**config.mk**
```make
export PLATFORM = sky130hd
export DESIGN_NAME = rtca_top
export DESIGN_NICKNAME = d
export VERILOG_FILES = /design/src/common/rtca_pkg.sv /design/src/rtl/rtca_match.sv /design/src/rtl/rtca_top.sv
export VERILOG_INCLUDE_DIRS = /design/src /design/src/common
export SDC_FILE = /design/constraint.sdc
export NUM_CORES = 1
export LEC_CHECK = 0
export BUFFER_PORTS_ARGS = -buffer_cell sky130_fd_sc_hd__buf_2
export CAP_MARGIN = 20
export CORE_MARGIN = 5
export CORE_UTILIZATION = 60
export CTS_BUF_LIST = sky130_fd_sc_hd__clkbuf_8 sky130_fd_sc_hd__clkbuf_16
export DETAILED_ROUTE_END_ITERATION = 8
export GPL_ROUTABILITY_DRIVEN = 0
export PLACE_DENSITY = 0.81
export SKIP_CTS_REPAIR_TIMING = 1
export SYNTH_ARGS = -nofsm -noshare
export SYNTH_HDL_FRONTEND = slang
export SYNTH_SLANG_ARGS = --single-unit
```
**constraint.sdc**
```tcl
create_clock -name clk_sys -period 3.3 [get_ports clk_sys]
set_input_delay 0.165 -clock clk_sys [delete_from_list [all_inputs] [get_ports clk_sys]]
set_output_delay 0.165 -clock clk_sys [all_outputs]
set_load 0.01 [all_outputs]
```
**src/common/rtca_params.svh**
```systemverilog
// Constants of the calendar and alarm block: offsets, field positions,
// write masks, reset values and timing counts.
// Assumes a 100 MHz system clock and a 32-bit Avalon-MM register bus.
`ifndef RTCA_PARAMS_SVH
`define RTCA_PARAMS_SVH

// ****************************************************************
// Register byte offsets
// ****************************************************************
`define RTCA_OFS_CTRL      6'h00
`define RTCA_OFS_DATE      6'h04
`define RTCA_OFS_ATIME     6'h08
`define RTCA_OFS_ADATE     6'h0c
`define RTCA_OFS_ALARM     6'h10
`define RTCA_OFS_TIME      6'h14
`define RTCA_OFS_STATUS    6'h18
`define RTCA_OFS_IRQ_EN    6'h1c
`define RTCA_OFS_IRQ_CLR   6'h20

// ****************************************************************
// Field positions
// ****************************************************************
`define RTCA_WREN_BIT      3
`define RTCA_YEAR_T_MSB    31
`define RTCA_YEAR_T_LSB    28
`define RTCA_YEAR_U_MSB    27
`define RTCA_YEAR_U_LSB    24
`define RTCA_MON_MSB       20
`define RTCA_MON_LSB       16
`define RTCA_HOUR_MSB      29
`define RTCA_HOUR_LSB      24
`define RTCA_MIN_MSB       22
`define RTCA_MIN_LSB       16
`define RTCA_MDAY_MSB      13
`define RTCA_MDAY_LSB      8
`define RTCA_SEC_MSB       14
`define RTCA_SEC_LSB       8
`define RTCA_SEC_U_MSB     11
`define RTCA_SEC_U_LSB     8
`define RTCA_WDAY_MSB      2
`define RTCA_WDAY_LSB      0
`define RTCA_AEN_BIT       15
`define RTCA_CHIME_BIT     14
`define RTCA_AMSK_MSB      11
`define RTCA_AMSK_LSB      8
`define RTCA_ST_ALARM      0
`define RTCA_ST_REFUSED    1

// ****************************************************************
// Implemented-bit masks and reset values
// ****************************************************************
`define RTCA_DATE_MASK     32'hff1f3f07
`define RTCA_ATIME_MASK    32'h3f7f7f00
`define RTCA_ADATE_MASK    32'h001f3f07
`define RTCA_TIME_MASK     32'h3f7f7f00
`define RTCA_RST_WORD      32'h00000000
`define RTCA_LAST_SEC      8'h59
`define RTCA_LAST_MIN      8'h59
`define RTCA_LAST_HOUR     8'h23
`define RTCA_LAST_WDAY     3'h6
`define RTCA_RPT_TOP       8'hff

// ****************************************************************
// Timing
// ****************************************************************
`define RTCA_CLK_HZ        100000000
`define RTCA_HALF_SEC_MS   500
`define RTCA_HALF_SEC_CYC  (`RTCA_CLK_HZ / 1000 * `RTCA_HALF_SEC_MS)

`endif

```
**src/common/rtca_pkg.sv**
```systemverilog
// Types of the calendar and alarm block.
// Assumes rtca_params.svh is on the include path.
package rtca_pkg;

    // ************************************************************
    // Alarm match selections
    // ************************************************************
    typedef enum logic [3:0] {
        AMS_HALF_SEC = 4'h0,
        AMS_SECOND   = 4'h1,
        AMS_TEN_SEC  = 4'h2,
        AMS_MINUTE   = 4'h3,
        AMS_TEN_MIN  = 4'h4,
        AMS_HOUR     = 4'h5,
        AMS_DAY      = 4'h6,
        AMS_WEEK     = 4'h7,
        AMS_MONTH    = 4'h8,
        AMS_YEAR     = 4'h9
    } rtca_amsk_t;

    // ************************************************************
    // Whole state of the top module
    // ************************************************************
    typedef struct packed {
        logic        wreq;
        logic [31:0] rdata;
        logic        irq;
        logic        wren;
        logic [31:0] date;
        logic [31:0] atime;
        logic [31:0] adate;
        logic [31:0] time_v;
        logic        half;
        logic [25:0] cnt;
        logic        pend;
        logic        aen;
        logic        chime;
        logic [3:0]  amsk;
        logic [7:0]  rpt;
        logic [1:0]  status;
        logic [1:0]  irq_en;
    } rtca_state_t;

endpackage

```
**src/rtl/rtca_match.sv**
```systemverilog
// Alarm comparator: tells whether the running time and date equal the
// alarm fields chosen by the match selection.
// Assumes all inputs are registered values of one clock domain.
`timescale 1ns/1ps
`include "rtca_params.svh"

module rtca_match
    import rtca_pkg::*;
(
    // Selection and half-second phase
    input  wire logic [3:0]  amsk,
    input  wire logic        half,
    // Running values
    input  wire logic [31:0] time_v,
    input  wire logic [31:0] date,
    // Alarm values
    input  wire logic [31:0] atime,
    input  wire logic [31:0] adate,
    // Result
    output logic             hit
);

    logic su;
    logic sc;
    logic mu;
    logic mn;
    logic hr;
    logic wd;
    logic md;
    logic mo;

    assign su = time_v[`RTCA_SEC_U_MSB:`RTCA_SEC_U_LSB]
             == atime[`RTCA_SEC_U_MSB:`RTCA_SEC_U_LSB];
    assign sc = time_v[`RTCA_SEC_MSB:`RTCA_SEC_LSB]
             == atime[`RTCA_SEC_MSB:`RTCA_SEC_LSB];
    assign mu = time_v[19:16] == atime[19:16];
    assign mn = time_v[`RTCA_MIN_MSB:`RTCA_MIN_LSB]
             == atime[`RTCA_MIN_MSB:`RTCA_MIN_LSB];
    assign hr = time_v[`RTCA_HOUR_MSB:`RTCA_HOUR_LSB]
             == atime[`RTCA_HOUR_MSB:`RTCA_HOUR_LSB];
    assign wd = date[`RTCA_WDAY_MSB:`RTCA_WDAY_LSB]
             == adate[`RTCA_WDAY_MSB:`RTCA_WDAY_LSB];
    assign md = date[`RTCA_MDAY_MSB:`RTCA_MDAY_LSB]
             == adate[`RTCA_MDAY_MSB:`RTCA_MDAY_LSB];
    assign mo = date[`RTCA_MON_MSB:`RTCA_MON_LSB]
             == adate[`RTCA_MON_MSB:`RTCA_MON_LSB];

    // Whole-second selections fire on the second boundary only.
    always_comb
    begin
        hit = 1'b0;
        case (rtca_amsk_t'(amsk))
            AMS_HALF_SEC: hit = 1'b1;
            AMS_SECOND:   hit = !half;
            AMS_TEN_SEC:  hit = !half && su;
            AMS_MINUTE:   hit = !half && sc;
            AMS_TEN_MIN:  hit = !half && sc && mu;
            AMS_HOUR:     hit = !half && sc && mn;
            AMS_DAY:      hit = !half && sc && mn && hr;
            AMS_WEEK:     hit = !half && sc && mn && hr && wd;
            AMS_MONTH:    hit = !half && sc && mn && hr && md;
            AMS_YEAR:     hit = !half && sc && mn && hr && md && mo;
            default:      hit = 1'b0;
        endcase
    end

endmodule

```
**src/rtl/rtca_top.sv**
```systemverilog
// Calendar date register, alarm time and date registers, a running
// time counter and the alarm event logic, behind an Avalon-MM slave.
// Assumes one 100 MHz clock, synchronous inputs and a master that
// holds each request until waitrequest is seen low.
//
// Operation
// - The date word keeps the year tens digit in 31:28 and units in 27:24.
// - The date word keeps the month tens bit at 20 and units in 19:16.
// - The date word keeps the day tens digit in 13:12 and units in 11:8.
// - The date word keeps a weekday code of 0 to 6 in bits 2:0.
// - Date writes take effect only while the clock write enable bit is one.
// - Date bits 23:21, 15:14 and 7:3 are not stored and read as zero.
// - The alarm time word keeps hour tens in 29:28 and units in 27:24.
// - The alarm time word keeps minute tens in 22:20 and units in 19:16.
// - The alarm time word keeps second tens in 14:12 and units in 11:8.
// - Alarm time bits 31:30, 23, 15 and 7:0 read as zero.
// - The alarm date word keeps month tens at 20 and units in 19:16.
// - The alarm date word keeps day tens in 13:12 and units in 11:8.
// - The alarm date word keeps a weekday code of 0 to 6 in bits 2:0.
// - Alarm date bits 31:21, 15:14 and 7:3 read as zero.
// - Each alarm event lowers a nonzero repeat count; at zero it wraps with chime, else clears the alarm enable.
`timescale 1ns/1ps
`include "rtca_params.svh"

module rtca_top
    import rtca_pkg::*;
#(
    parameter int HALF_SEC_CYCLES = `RTCA_HALF_SEC_CYC
)
(
    // Clock and reset
    input  wire logic        clk_sys,
    input  wire logic        sys_rst,
    // Avalon-MM slave
    input  wire logic [5:0]  avs_address,
    input  wire logic        avs_read,
    input  wire logic        avs_write,
    input  wire logic [31:0] avs_writedata,
    input  wire logic [3:0]  avs_byteenable,
    output logic [31:0]      avs_readdata,
    output logic             avs_waitrequest,
    // Interrupt
    output logic             irq
);

    // ************************************************************
    // Helpers
    // ************************************************************
    localparam logic [25:0] CNT_LAST = 26'(HALF_SEC_CYCLES - 1);

    // Byte-lane merge followed by the implemented-bit mask.
    function automatic logic [31:0] merge(
        input logic [31:0] old_v,
        input logic [31:0] new_v,
        input logic [3:0]  be,
        input logic [31:0] keep
    );
        logic [31:0] lanes;
        lanes = {{8{be[3]}}, {8{be[2]}}, {8{be[1]}}, {8{be[0]}}};
        return ((new_v & lanes) | (old_v & ~lanes)) & keep;
    endfunction

    // Two-digit BCD step; returns the carry above the new value.
    function automatic logic [8:0] bcd_step(
        input logic [7:0] v,
        input logic [7:0] last
    );
        logic [8:0] r;
        r = 9'h000;
        if (v == last)
        begin
            r = 9'h100;
        end
        else if (v[3:0] == 4'h9)
        begin
            r = {1'b0, v[7:4] + 4'h1, 4'h0};
        end
        else
        begin
            r = {1'b0, v[7:4], v[3:0] + 4'h1};
        end
        return r;
    endfunction

    // ************************************************************
    // State
    // ************************************************************
    rtca_state_t s_ff;
    rtca_state_t nxt_s;
    logic        hit;
    logic        acc;
    logic        done;
    logic        tick;
    logic        evt;
    logic        refused;
    logic [1:0]  clr;
    logic [8:0]  sec_n;
    logic [8:0]  min_n;
    logic [8:0]  hour_n;
    logic [31:0] rd_v;

    rtca_match u_match (
        .amsk   (s_ff.amsk),
        .half   (s_ff.half),
        .time_v (s_ff.time_v),
        .date   (s_ff.date),
        .atime  (s_ff.atime),
        .adate  (s_ff.adate),
        .hit    (hit)
    );

    // ************************************************************
    // Read multiplexer
    // ************************************************************
    // Stored words are already masked, so unused bits read as zero.
    always_comb
    begin
        rd_v = `RTCA_RST_WORD;
        if (avs_address == `RTCA_OFS_CTRL)
        begin
            rd_v[`RTCA_WREN_BIT] = s_ff.wren;
        end
        else if (avs_address == `RTCA_OFS_DATE)
        begin
            rd_v = s_ff.date;
        end
        else if (avs_address == `RTCA_OFS_ATIME)
        begin
            rd_v = s_ff.atime;
        end
        else if (avs_address == `RTCA_OFS_ADATE)
        begin
            rd_v = s_ff.adate;
        end
        else if (avs_address == `RTCA_OFS_ALARM)
        begin
            rd_v[`RTCA_AEN_BIT] = s_ff.aen;
            rd_v[`RTCA_CHIME_BIT] = s_ff.chime;
            rd_v[`RTCA_AMSK_MSB:`RTCA_AMSK_LSB] = s_ff.amsk;
            rd_v[7:0] = s_ff.rpt;
        end
        else if (avs_address == `RTCA_OFS_TIME)
        begin
            rd_v = s_ff.time_v;
        end
        else if (avs_address == `RTCA_OFS_STATUS)
        begin
            rd_v[1:0] = s_ff.status;
        end
        else if (avs_address == `RTCA_OFS_IRQ_EN)
        begin
            rd_v[1:0] = s_ff.irq_en;
        end
        else
        begin
            rd_v = `RTCA_RST_WORD;
        end
    end

    // ************************************************************
    // Next state
    // ************************************************************
    always_comb
    begin
        nxt_s = s_ff;
        acc = (avs_read || avs_write) && s_ff.wreq;
        done = (avs_read || avs_write) && !s_ff.wreq;
        tick = s_ff.cnt == CNT_LAST;
        evt = s_ff.pend && s_ff.aen && hit;
        refused = 1'b0;
        clr = 2'b00;
        sec_n = bcd_step(s_ff.time_v[15:8], `RTCA_LAST_SEC);
        min_n = bcd_step(s_ff.time_v[23:16], `RTCA_LAST_MIN);
        hour_n = bcd_step(s_ff.time_v[31:24], `RTCA_LAST_HOUR);

        // One wait state: a request seen with waitrequest high is
        // answered on the next edge, so back-to-back accesses work.
        nxt_s.wreq = !acc;
        if (acc && avs_read)
        begin
            nxt_s.rdata = rd_v;
        end

        // Half-second divider and running time.
        nxt_s.pend = tick;
        nxt_s.cnt = tick ? 26'h0000000 : s_ff.cnt + 26'h0000001;
        if (tick)
        begin
            nxt_s.half = !s_ff.half;
            if (s_ff.half)
            begin
                nxt_s.time_v[15:8] = sec_n[7:0];
                if (sec_n[8])
                begin
                    nxt_s.time_v[23:16] = min_n[7:0];
                    if (min_n[8])
                    begin
                        nxt_s.time_v[31:24] = hour_n[7:0];
                    end
                end
                // Only the weekday follows midnight; the day of month
                // is left to software, which knows the month lengths.
                if (sec_n[8] && min_n[8] && hour_n[8])
                begin
                    if (s_ff.date[`RTCA_WDAY_MSB:`RTCA_WDAY_LSB]
                        == `RTCA_LAST_WDAY)
                    begin
                        nxt_s.date[`RTCA_WDAY_MSB:`RTCA_WDAY_LSB] = 3'h0;
                    end
                    else
                    begin
                        nxt_s.date[`RTCA_WDAY_MSB:`RTCA_WDAY_LSB] =
                            s_ff.date[`RTCA_WDAY_MSB:`RTCA_WDAY_LSB]
                            + 3'h1;
                    end
                end
            end
        end

        // Alarm repeat count.
        if (evt)
        begin
            if (s_ff.rpt != 8'h00)
            begin
                nxt_s.rpt = s_ff.rpt - 8'h01;
            end
            else if (s_ff.chime)
            begin
                nxt_s.rpt = `RTCA_RPT_TOP;
            end
            else
            begin
                nxt_s.aen = 1'b0;
            end
        end

        // Register writes land on the edge that completes the access.
        if (done && avs_write)
        begin
            if (avs_address == `RTCA_OFS_CTRL)
            begin
                if (avs_byteenable[0])
                begin
                    nxt_s.wren = avs_writedata[`RTCA_WREN_BIT];
                end
            end
            else if (avs_address == `RTCA_OFS_DATE)
            begin
                if (s_ff.wren)
                begin
                    nxt_s.date = merge(s_ff.date, avs_writedata,
                        avs_byteenable, `RTCA_DATE_MASK);
                end
                else
                begin
                    refused = 1'b1;
                end
            end
            else if (avs_address == `RTCA_OFS_ATIME)
            begin
                nxt_s.atime = merge(s_ff.atime, avs_writedata,
                    avs_byteenable, `RTCA_ATIME_MASK);
            end
            else if (avs_address == `RTCA_OFS_ADATE)
            begin
                nxt_s.adate = merge(s_ff.adate, avs_writedata,
                    avs_byteenable, `RTCA_ADATE_MASK);
            end
            else if (avs_address == `RTCA_OFS_ALARM)
            begin
                if (avs_byteenable[1])
                begin
                    nxt_s.aen = avs_writedata[`RTCA_AEN_BIT];
                    nxt_s.chime = avs_writedata[`RTCA_CHIME_BIT];
                    nxt_s.amsk =
                        avs_writedata[`RTCA_AMSK_MSB:`RTCA_AMSK_LSB];
                end
                if (avs_byteenable[0])
                begin
                    nxt_s.rpt = avs_writedata[7:0];
                end
            end
            else if (avs_address == `RTCA_OFS_TIME)
            begin
                if (s_ff.wren)
                begin
                    nxt_s.time_v = merge(s_ff.time_v, avs_writedata,
                        avs_byteenable, `RTCA_TIME_MASK);
                    nxt_s.half = 1'b0;
                    nxt_s.cnt = 26'h0000000;
                end
                else
                begin
                    refused = 1'b1;
                end
            end
            else if (avs_address == `RTCA_OFS_IRQ_EN)
            begin
                if (avs_byteenable[0])
                begin
                    nxt_s.irq_en = avs_writedata[1:0];
                end
            end
            else if (avs_address == `RTCA_OFS_IRQ_CLR)
            begin
                if (avs_byteenable[0])
                begin
                    clr = avs_writedata[1:0];
                end
            end
        end

        // Sticky status: a new event wins over a clear in the same cycle.
        nxt_s.status = s_ff.status & ~clr;
        if (evt)
        begin
            nxt_s.status[`RTCA_ST_ALARM] = 1'b1;
        end
        if (refused)
        begin
            nxt_s.status[`RTCA_ST_REFUSED] = 1'b1;
        end
        nxt_s.irq = |(nxt_s.status & nxt_s.irq_en);
    end

    // ************************************************************
    // Registers
    // ************************************************************
    always_ff @(posedge clk_sys)
    begin
        if (sys_rst)
        begin
            s_ff <= '0;
            s_ff.wreq <= 1'b1;
        end
        else
        begin
            s_ff <= nxt_s;
        end
    end

    assign avs_readdata = s_ff.rdata;
    assign avs_waitrequest = s_ff.wreq;
    assign irq = s_ff.irq;

endmodule
```
==> results.sh, run 1 <==
export IMPL_synth_top_flop_cell="dfxtp_1"
export IMPL_path_class="reg -> reg"
export IMPL_synth_commonest_cells="dfxtp_1 (161), nor2_1 (137), nand2_1 (79)"
export IMPL_max_slew_margin_pct=36.5
export IMPL_die_height_microns=128
export IMPL_clock_fmax_ghz=0.354
export IMPL_final_cells=1225
export IMPL_num_vias=7651
export IMPL_tns_ns=0
export IMPL_routed_wirelength_mm=22.6
export IMPL_cts_sinks=161
export IMPL_initial_utilization_pct=60.5
export IMPL_routedWlPerCell_microns=18.4
export IMPL_crit_path_end_kind="register"
export IMPL_ioPinCount=80
export IMPL_p_switching_w=0.000961
export IMPL_syn_instance_count=1005
export IMPL_reg2reg_depth=8
export IMPL_synth_largest_area_cell="dfxtp_1"
export IMPL_p_seq_share_pct=46.9
export IMPL_hold_slack_ns=-0.00671
export IMPL_p_leak_nw=3.85
export IMPL_area_growth_pct=11.5
export IMPL_first_pass_iters=7
export IMPL_violations="negative hold slack"
export IMPL_hpwl_mm=15.1
export IMPL_yosysUniqueCellTypes=74
export IMPL_netlist_area_sq_um=8330
export IMPL_place_inst=1188
export IMPL_combPwrFrac_pct=5.5
export IMPL_netlist_area_leader_share_pct=38.7
export IMPL_pre_cts_slack_ns=0.519
export IMPL_grt_overflow_total=0
export IMPL_synth_seq_cells=161
export IMPL_maxSlewViolCount=0
export IMPL_core_sq_um=13800
export IMPL_cts_buffers=17
export IMPL_grt_max_degree=56
export IMPL_yosysSeqAreaShare_pct=38.7
export IMPL_hold_depth=3
export IMPL_synth_nets=1065
export IMPL_final_antenna_net_count=0
export IMPL_drt_initial_drc_count=998
export IMPL_multi_input_area_sq_um=4580
export IMPL_finalCritPeriodShare_pct=85.5
export IMPL_hold_viol=1
export IMPL_syn_mean_instance_area_sq_um=8.29
export IMPL_grt_total_usage_pct=27.3
export IMPL_row_count=43
export IMPL_path_clk_slew_ns=0.06
export IMPL_htreeDepth=4
export IMPL_cp_start_kind="register"
export IMPL_yosys_cell_count_top_type="dfxtp_1"
export IMPL_n_fill_cell=1152
export IMPL_cap_violations=0
export IMPL_dieArea_sq_um=16300
export IMPL_peakVddDrop_mv=0.451
export IMPL_clk_latency_ns=0.43
export IMPL_rsz0062_at_grt="false"
export IMPL_layout_setup_ws_ns=0.478
export IMPL_vias_per_cell=6.25
export IMPL_switching_share_pct=22.8
export IMPL_clock_root_buffer="clkbuf_16"
export IMPL_fin_util_pct=67.4
export IMPL_clk_path_buf_depth=2
export IMPL_worstMarginPinSlew_ns=0.943
export IMPL_worstPathArrival_ns=3.15
export IMPL_clkPwrFrac_pct=47.6
export IMPL_totalPowerFinal_w=0.00422
export IMPL_regArea_sq_um=3220
export IMPL_grt_pass1_vias=7134
export IMPL_synth_edff_count=0
export IMPL_setup_violations=0
export IMPL_synthArstFlopShare_pct=0
export IMPL_worstPathMaxFanout=14
export IMPL_worstPathRequired_ns=3.62
export IMPL_power_density_nw_per_um2=454
export IMPL_grt_pass1_wl_mm=36.0
export IMPL_hold_path_class="in -> reg"
export IMPL_synthTopCellsByArea="dfxtp_1 (39%), nor2_1 (6.2%), mux2i_1 (5.4%), a21oi_1 (4.1%), xor2_1 (4.0%)"
export IMPL_finalCriticalPeriod_ns=2.82
export IMPL_drive_gt1_share_pct=14.1
export IMPL_antenna_found_initial=0
export IMPL_yosysWarnings=0
export IMPL_drc=0
export IMPL_die_w_microns=128
export IMPL_diodes=0
export IMPL_portBuffers=78
export IMPL_status="complete, but fails checks"
export IMPL_fin_worst_skew_ns=0.00546
export IMPL_nets=1093
export IMPL_intPower_w=0.00326
export IMPL_cts_tree="built"
## worst paths after layout
kind                     start  slack, ns              end
max                   register       0.48          s_ff[9]
min          avs_writedata[31]     -0.007         register
max reg2reg           register       0.48          s_ff[9]
min reg2reg    avs_readdata[5]       0.45  avs_readdata[5]
## worst max-delay path: stages, from the launching register on
cell       delay (ns)
dfxtp_1          0.50
xor2_1           0.12
nor3_1           0.24
nand3_1          0.19
a2111oi_4        0.47
o2111ai_2        0.28
nor2_2           0.47
nand4_1          0.15
a32o_1           0.29
## routing by layer
layer  wire length [microns]  GRT usage [%]
met1                    9430           34.4
met2                   11000           46.2
met3                    1740           5.33
met4                     431           10.6
met5                       0              0
## power by group through the flow
stage / Combinational, W / Clock, W / Sequential, W
after floorplan: 0.000136 / 0 / 0.00202
after global placement: 0.000213 / 0 / 0.00202
after detailed placement: 0.000215 / 0 / 0.00202
after CTS: 0.000218 / 0.00202 / 0.00198
after global routing: 0.000250 / 0.00211 / 0.00198
final: 0.000232 / 0.00201 / 0.00198
## area by class of cell
class / count / area share (%)
multi-input cells: 737 / 49.3
flip-flops and latches: 161 / 34.7
repair buffers: 100 / 6.50
clock buffers: 19 / 4.88
well taps: 180 / 2.43
clock inverters: 12 / 1.54
inverters: 16 / 0.647
## placed cells by master, fill, tap and decap left out, types with 14 or more instances in the layout
master | synthesis | final
ha_1 | 14 | 14
nand3_1 | 56 | 56
buf_2 | 5 | 77
dfxtp_1 | 161 | 161
a21oi_1 | 68 | 68
xor2_1 | 38 | 38
a211oi_1 | 15 | 15
buf_4 | 33 | 16
mux2i_1 | 45 | 45
clkbuf_16 | 0 | 17
nand4_1 | 14 | 14
inv_1 | 15 | 17
o21ai_0 | 49 | 49
nand2_1 | 79 | 79
nor2_1 | 137 | 136
xnor2_1 | 23 | 23
nor3_1 | 21 | 21
## logic make-up after synthesis
logic type,count (synthesis),share of synthesized area (%)
and+or+nand+nor,391,23.0
AOI/OAI and AO/OA,224,17.8
DFF,161,38.7
buffers and inverters,107,6.40
xor gates and xnor gates,61,6.41
muxes,47,5.68
adders and majority gates,14,2.10
## stage by stage
step / hold slack (ns) / cell area, sq um
after global placement: 0.390 / 8610
after detailed placement: 0.392 / 8610
after CTS: -0.0500 / 9210
final: -0.00671 / 9290
after floorplan: 0.281 / 8330
after global routing: 0.00264 / 9290
(Power assumes the default switching activity.)
==> run 2, diff against run 1 <==
==> constraint.sdc (replaced) <==
create_clock -name clk_sys -period 3.2 [get_ports clk_sys]
set_input_delay 0.16 -clock clk_sys [delete_from_list [all_inputs] [get_ports clk_sys]]
set_output_delay 0.16 -clock clk_sys [all_outputs]
set_load 0.01 [all_outputs]
==> run 2 against run 1 <==
Net effect:
- the flow still finishes with violations (negative hold slack)
- flip-flop and latch count unchanged
- register-to-register slack worse by 0.15 ns
- total power up 2.5%
- clock-buffer cell count up 1
- via count up 0.46%
- clock power up 2%
- sequential power up 3%
- die area unchanged
- hold slack better by 0.0044 ns
- clock skew up 0.00064 ns
- critical path depth unchanged
- wire length down 0.80%
- critical path type unchanged
- highest routed layer is now met5
==> results.sh, run 2 (synthesis results as in run 1) <==
export IMPL_cp_start_kind="register"
export IMPL_clock_root_buffer="clkbuf_16"
export IMPL_finalCritPeriodShare_pct=89.6
export IMPL_clock_fmax_ghz=0.349
export IMPL_vias_per_cell=6.24
export IMPL_finalCriticalPeriod_ns=2.87
export IMPL_hold_path_class="in -> reg"
export IMPL_htreeDepth=4
export IMPL_final_design_area_no_fill_sq_um=9300
export IMPL_final_common_cell="dfxtp_1"
export IMPL_final_cell_mix="dfxtp_1 (161), nor2_1 (136), nand2_1 (79)"
export IMPL_grt_pass1_wl_mm=35.7
export IMPL_routed_wirelength_mm=22.4
export IMPL_row_count=43
export IMPL_clk_path_buf_depth=2
export IMPL_cts_buffers=17
export IMPL_grt_total_usage_pct=27.1
export IMPL_worstPathRequired_ns=3.52
export IMPL_portBuffers=78
export IMPL_final_cells=1231
export IMPL_die_height_microns=128
export IMPL_fin_worst_skew_ns=0.00610
export IMPL_grt_max_degree=56
export IMPL_cts_sinks=161
export IMPL_cts_tree="built"
export IMPL_drive_gt1_share_pct=14.3
export IMPL_rsz0062_at_grt="false"
export IMPL_area_growth_pct=11.6
export IMPL_core_sq_um=13800
export IMPL_max_slew_margin_pct=47.4
export IMPL_path_class="reg -> reg"
export IMPL_first_pass_iters=5
export IMPL_drt_initial_drc_count=849
export IMPL_grt_overflow_total=0
export IMPL_crit_path_end_kind="register"
export IMPL_hold_slack_ns=-0.00235
export IMPL_cap_violations=0
export IMPL_worstMarginPinSlew_ns=0.785
export IMPL_ioPinCount=80
export IMPL_nets=1100
export IMPL_top_usage_layer="met2"
export IMPL_hold_viol=1
export IMPL_status="complete, but fails checks"
export IMPL_num_vias=7686
export IMPL_initial_utilization_pct=60.5
export IMPL_violations="negative hold slack"
export IMPL_worstPathArrival_ns=3.19
export IMPL_maxSlewViolCount=0
export IMPL_multi_input_area_sq_um=4580
export IMPL_worstPathMaxFanout=14
export IMPL_antenna_found_initial=1
export IMPL_totalPowerFinal_w=0.00433
export IMPL_hpwl_mm=15.0
export IMPL_dpl_cell_area_sq_um=8640
export IMPL_setup_violations=0
export IMPL_path_clk_slew_ns=0.06
export IMPL_regArea_sq_um=3220
export IMPL_power_density_nw_per_um2=465
export IMPL_clk_latency_ns=0.43
export IMPL_final_antenna_net_count=0
export IMPL_place_inst=1194
export IMPL_r2r_setup_slack_ns=0.33
export IMPL_tns_ns=0
export IMPL_p_leak_nw=3.89
export IMPL_dieArea_sq_um=16300
export IMPL_die_w_microns=128
export IMPL_grt_pass1_vias=6993
export IMPL_met2_usage_pct=43.8
export IMPL_met3_usage_pct=5.88
export IMPL_n_fill_cell=1150
export IMPL_met1_usage_pct=35.1
export IMPL_peakVddDrop_mv=0.386
export IMPL_diodes=0
export IMPL_routedWlPerCell_microns=18.2
export IMPL_drc=0
run 2: changes by cell type in the layout (fill, tap and decap cells not counted):
cell,previous run,this run
clkinvlp_4,4,0
dlygate4sd3_1,5,6
buf_12,1,0
buf_4,16,23
clkbuf_8,2,3
clkbuf_2,0,1
buf_16,1,0
inv_1,17,19
run 2: where the power goes:
part	internal (W)	switching [W]
logic	0.0000764	0.000157
clock network	0.00126	0.000789
registers	0.00203	0.0000128
run 2: critical path, stage by stage (launching register included):
cell	delay [ns]
dfxtp_1	0.46
xor2_1	0.12
nor3_1	0.28
nand3_1	0.19
a2111oi_4	0.45
o2111ai_2	0.28
nor2_2	0.50
nand4_1	0.19
a32o_1	0.29
run 2: worst paths after layout:
check	end	depth (start not counted)	startpoint
setup reg to reg	s_ff[9]	8	register
hold reg to reg	avs_readdata[6]	2	avs_readdata[6]
setup / recovery	s_ff[9]	8	register
hold / removal	s_ff[7]	2	avs_writedata[3]
run 2: area by class of cell:
class                           instances  area share [%]
Multi-Input combinational cell        737            49.2
Sequential cell                       161            34.7
Timing Repair Buffer                  107            6.70
Tap cell                              180            2.42
Clock buffer                           20            5.02
Clock inverter                         10            1.29
Inverter                               16           0.646
run 2: metal layers:
layer | share of wire (%) | wire [microns]
met3 | 8.5 | 1910
met5 | 0.049 | 11
met1 | 41 | 9270
met2 | 47 | 10600
met4 | 2.7 | 596
run 2: stage by stage:
stage / setup WS [ns] / utilization, %
2_1_floorplan: 0.787 / -
3_3_place_gp: 0.511 / 62.8
3_5_place_dp: 0.433 / 62.8
4_1_cts: 0.387 / 67.0
5_1_grt: 0.169 / 67.5
6_report: 0.332 / 67.5
==> run 3, diff against run 2 <==
--- a/config.mk
+++ b/config.mk
@@ -8,6 +8,7 @@
 export LEC_CHECK = 0
 export BUFFER_PORTS_ARGS = -buffer_cell sky130_fd_sc_hd__buf_2
 export CAP_MARGIN = 20
+export CORE_ASPECT_RATIO = 0.6
 export CORE_MARGIN = 5
 export CORE_UTILIZATION = 60
 export CTS_BUF_LIST = sky130_fd_sc_hd__clkbuf_8 sky130_fd_sc_hd__clkbuf_16
==> run 3 against run 2 <==
Net effect:
- the flow still finishes with violations (negative hold slack)
- via count rose by 0.75%
- sequential share of layout area fell by 0.15 points
- register-to-register slack improved by 0.12 ns
- maximum frequency rose by 4.2%
- combinational power rose by 5%
- final cell count fell by 0.16%
- hold slack got worse by 0.0099 ns
- core utilization rose by 1.0 points
- flip-flop and latch count did not move
- largest cell class unchanged
==> results.sh, run 3 (synthesis results as in run 1) <==
export IMPL_status="complete, but fails checks"
export IMPL_violations="negative hold slack"
export IMPL_cts_tree="built"
export IMPL_final_cell_mix="dfxtp_1 (161), nor2_1 (136), nand2_1 (79)"
export IMPL_max_slew_margin_pct=41.9
export IMPL_r2r_setup_slack_ns=0.45
export IMPL_first_pass_iters=5
export IMPL_peakVddDrop_mv=0.299
export IMPL_max_stage_delay_ns=0.49
export IMPL_hold_depth=3
export IMPL_crit_path_top_delay_cell="dfxtp_1"
export IMPL_row_count=33
export IMPL_worstPathArrival_ns=3.08
export IMPL_routed_wirelength_mm=23.1
export IMPL_reg2reg_to="s_ff[9]"
export IMPL_portBuffers=78
export IMPL_initial_utilization_pct=61.1
export IMPL_path_clk_slew_ns=0.07
export IMPL_n_fill_cell=1099
export IMPL_finalCritPeriodShare_pct=86.0
export IMPL_hp_start="avs_writedata[31]"
export IMPL_hold_slack_ns=-0.0123
export IMPL_hold_path_class="in -> reg"
export IMPL_fin_util_pct=68.5
export IMPL_dieArea_sq_um=16400
export IMPL_reg2reg_depth=8
export IMPL_cp_start_kind="register"
export IMPL_grt_pass1_wl_mm=37.1
export IMPL_drive_gt1_share_pct=14.6
export IMPL_clock_fmax_ghz=0.363
export IMPL_finalCriticalPeriod_ns=2.75
export IMPL_cap_violations=0
export IMPL_drc=0
export IMPL_clk_path_buf_depth=2
export IMPL_multi_input_area_sq_um=4580
export IMPL_die_w_microns=162
export IMPL_maxSlewViolCount=0
export IMPL_grt_pass1_vias=7051
export IMPL_clock_root_buffer="clkbuf_16"
export IMPL_crit_path_end_kind="register"
export IMPL_p_leak_nw=3.88
export IMPL_diodes=0
export IMPL_setup_violations=0
export IMPL_area_growth_pct=12.1
export IMPL_grt_overflow_total=0
export IMPL_grt_total_usage_pct=28.0
export IMPL_tns_ns=0
export IMPL_worstPathMaxFanout=14
export IMPL_routedWlPerCell_microns=18.8
export IMPL_die_height_microns=101
export IMPL_core_sq_um=13600
export IMPL_grt_max_degree=56
export IMPL_clk_latency_ns=0.44
export IMPL_hpwl_mm=15.7
export IMPL_worstPathRequired_ns=3.53
export IMPL_final_antenna_net_count=0
export IMPL_regArea_sq_um=3220
export IMPL_rsz0062_at_grt="false"
export IMPL_critical_path_cell_chain="xor2_1 > nor3_1 > nand3_1 > a2111oi_4 > o2111ai_2 > nor2_2 > nand4_1 > a32o_1"
export IMPL_final_common_cell="dfxtp_1"
export IMPL_nets=1101
export IMPL_path_class="reg -> reg"
export IMPL_power_density_nw_per_um2=466
export IMPL_fin_worst_skew_ns=0.0145
export IMPL_cts_sinks=161
export IMPL_htreeDepth=4
export IMPL_vias_per_cell=6.30
export IMPL_worstMarginPinSlew_ns=0.864
export IMPL_cts_buffers=17
export IMPL_place_inst=1188
export IMPL_hold_viol=1
export IMPL_ioPinCount=80
export IMPL_num_vias=7744
export IMPL_final_cells=1229
export IMPL_antenna_found_initial=0
export IMPL_drt_initial_drc_count=955
## run 3: changes by cell type in the layout (fill, tap and decap cells not counted)
cell,previous run,this run
clkinv_4,0,4
inv_1,19,16
clkinvlp_4,0,2
dlygate4sd3_1,6,8
buf_16,0,1
buf_4,23,22
bufinv_16,3,2
clkbuf_2,1,0
clkinv_2,3,2
inv_6,0,1
## run 3: routing by layer
layer	GRT usage, %	share of wire, %	vias up
li1	-	-	3637
met5	0	0	-
met4	6.11	1.0	0
met3	7.28	12	26
met2	39.6	41	450
met1	42.7	46	3631
## run 3: final cells by class
cell class | instances | area share, %
sequential | 161 | 34.5
tap | 175 | 2.34
inverter | 16 | 0.643
timing repair buffer | 108 | 7.05
multi-input combinational | 737 | 49.0
clock buffer | 20 | 5.00
clock inverter | 12 | 1.42
## run 3: how the worst max path moves through the flow
stage | startpoint | end | slack [ns] | cells past startpoint
finish | register | s_ff[9] | 0.45 | 8
global route | s_ff[19] | s_ff[61] | 0.27 | 7
CTS | register | s_ff[9] | 0.50 | 8
detailed placement | register | s_ff[9] | 0.52 | 8
global placement | register | s_ff[9] | 0.58 | 8
floorplan | s_ff[19] | register | 0.79 | 9
## run 3: metrics by stage
stage	worst slack, ns	power [W]	cell area [sq um]
2_1_floorplan	0.787	0.00222	8330
3_3_place_gp	0.578	0.00231	8630
3_5_place_dp	0.520	0.00231	8630
4_1_cts	0.504	0.00434	9230
5_1_grt	0.268	0.00448	9340
6_report	0.448	0.00435	9340
## run 3: where the power goes
part           internal (W)  total (W)  switching, W
Combinational     0.0000833   0.000245      0.000162
Sequential          0.00203    0.00204     0.0000127
Clock               0.00121    0.00207      0.000858
Total               0.00332    0.00435       0.00103
## run 3: critical path, delay by kind of cell (launching register included)
family,cells,cell delay [ns]
simple gates,4,1.04
flops,1,0.49
compound gates,3,1.01
xor+xnor,1,0.11
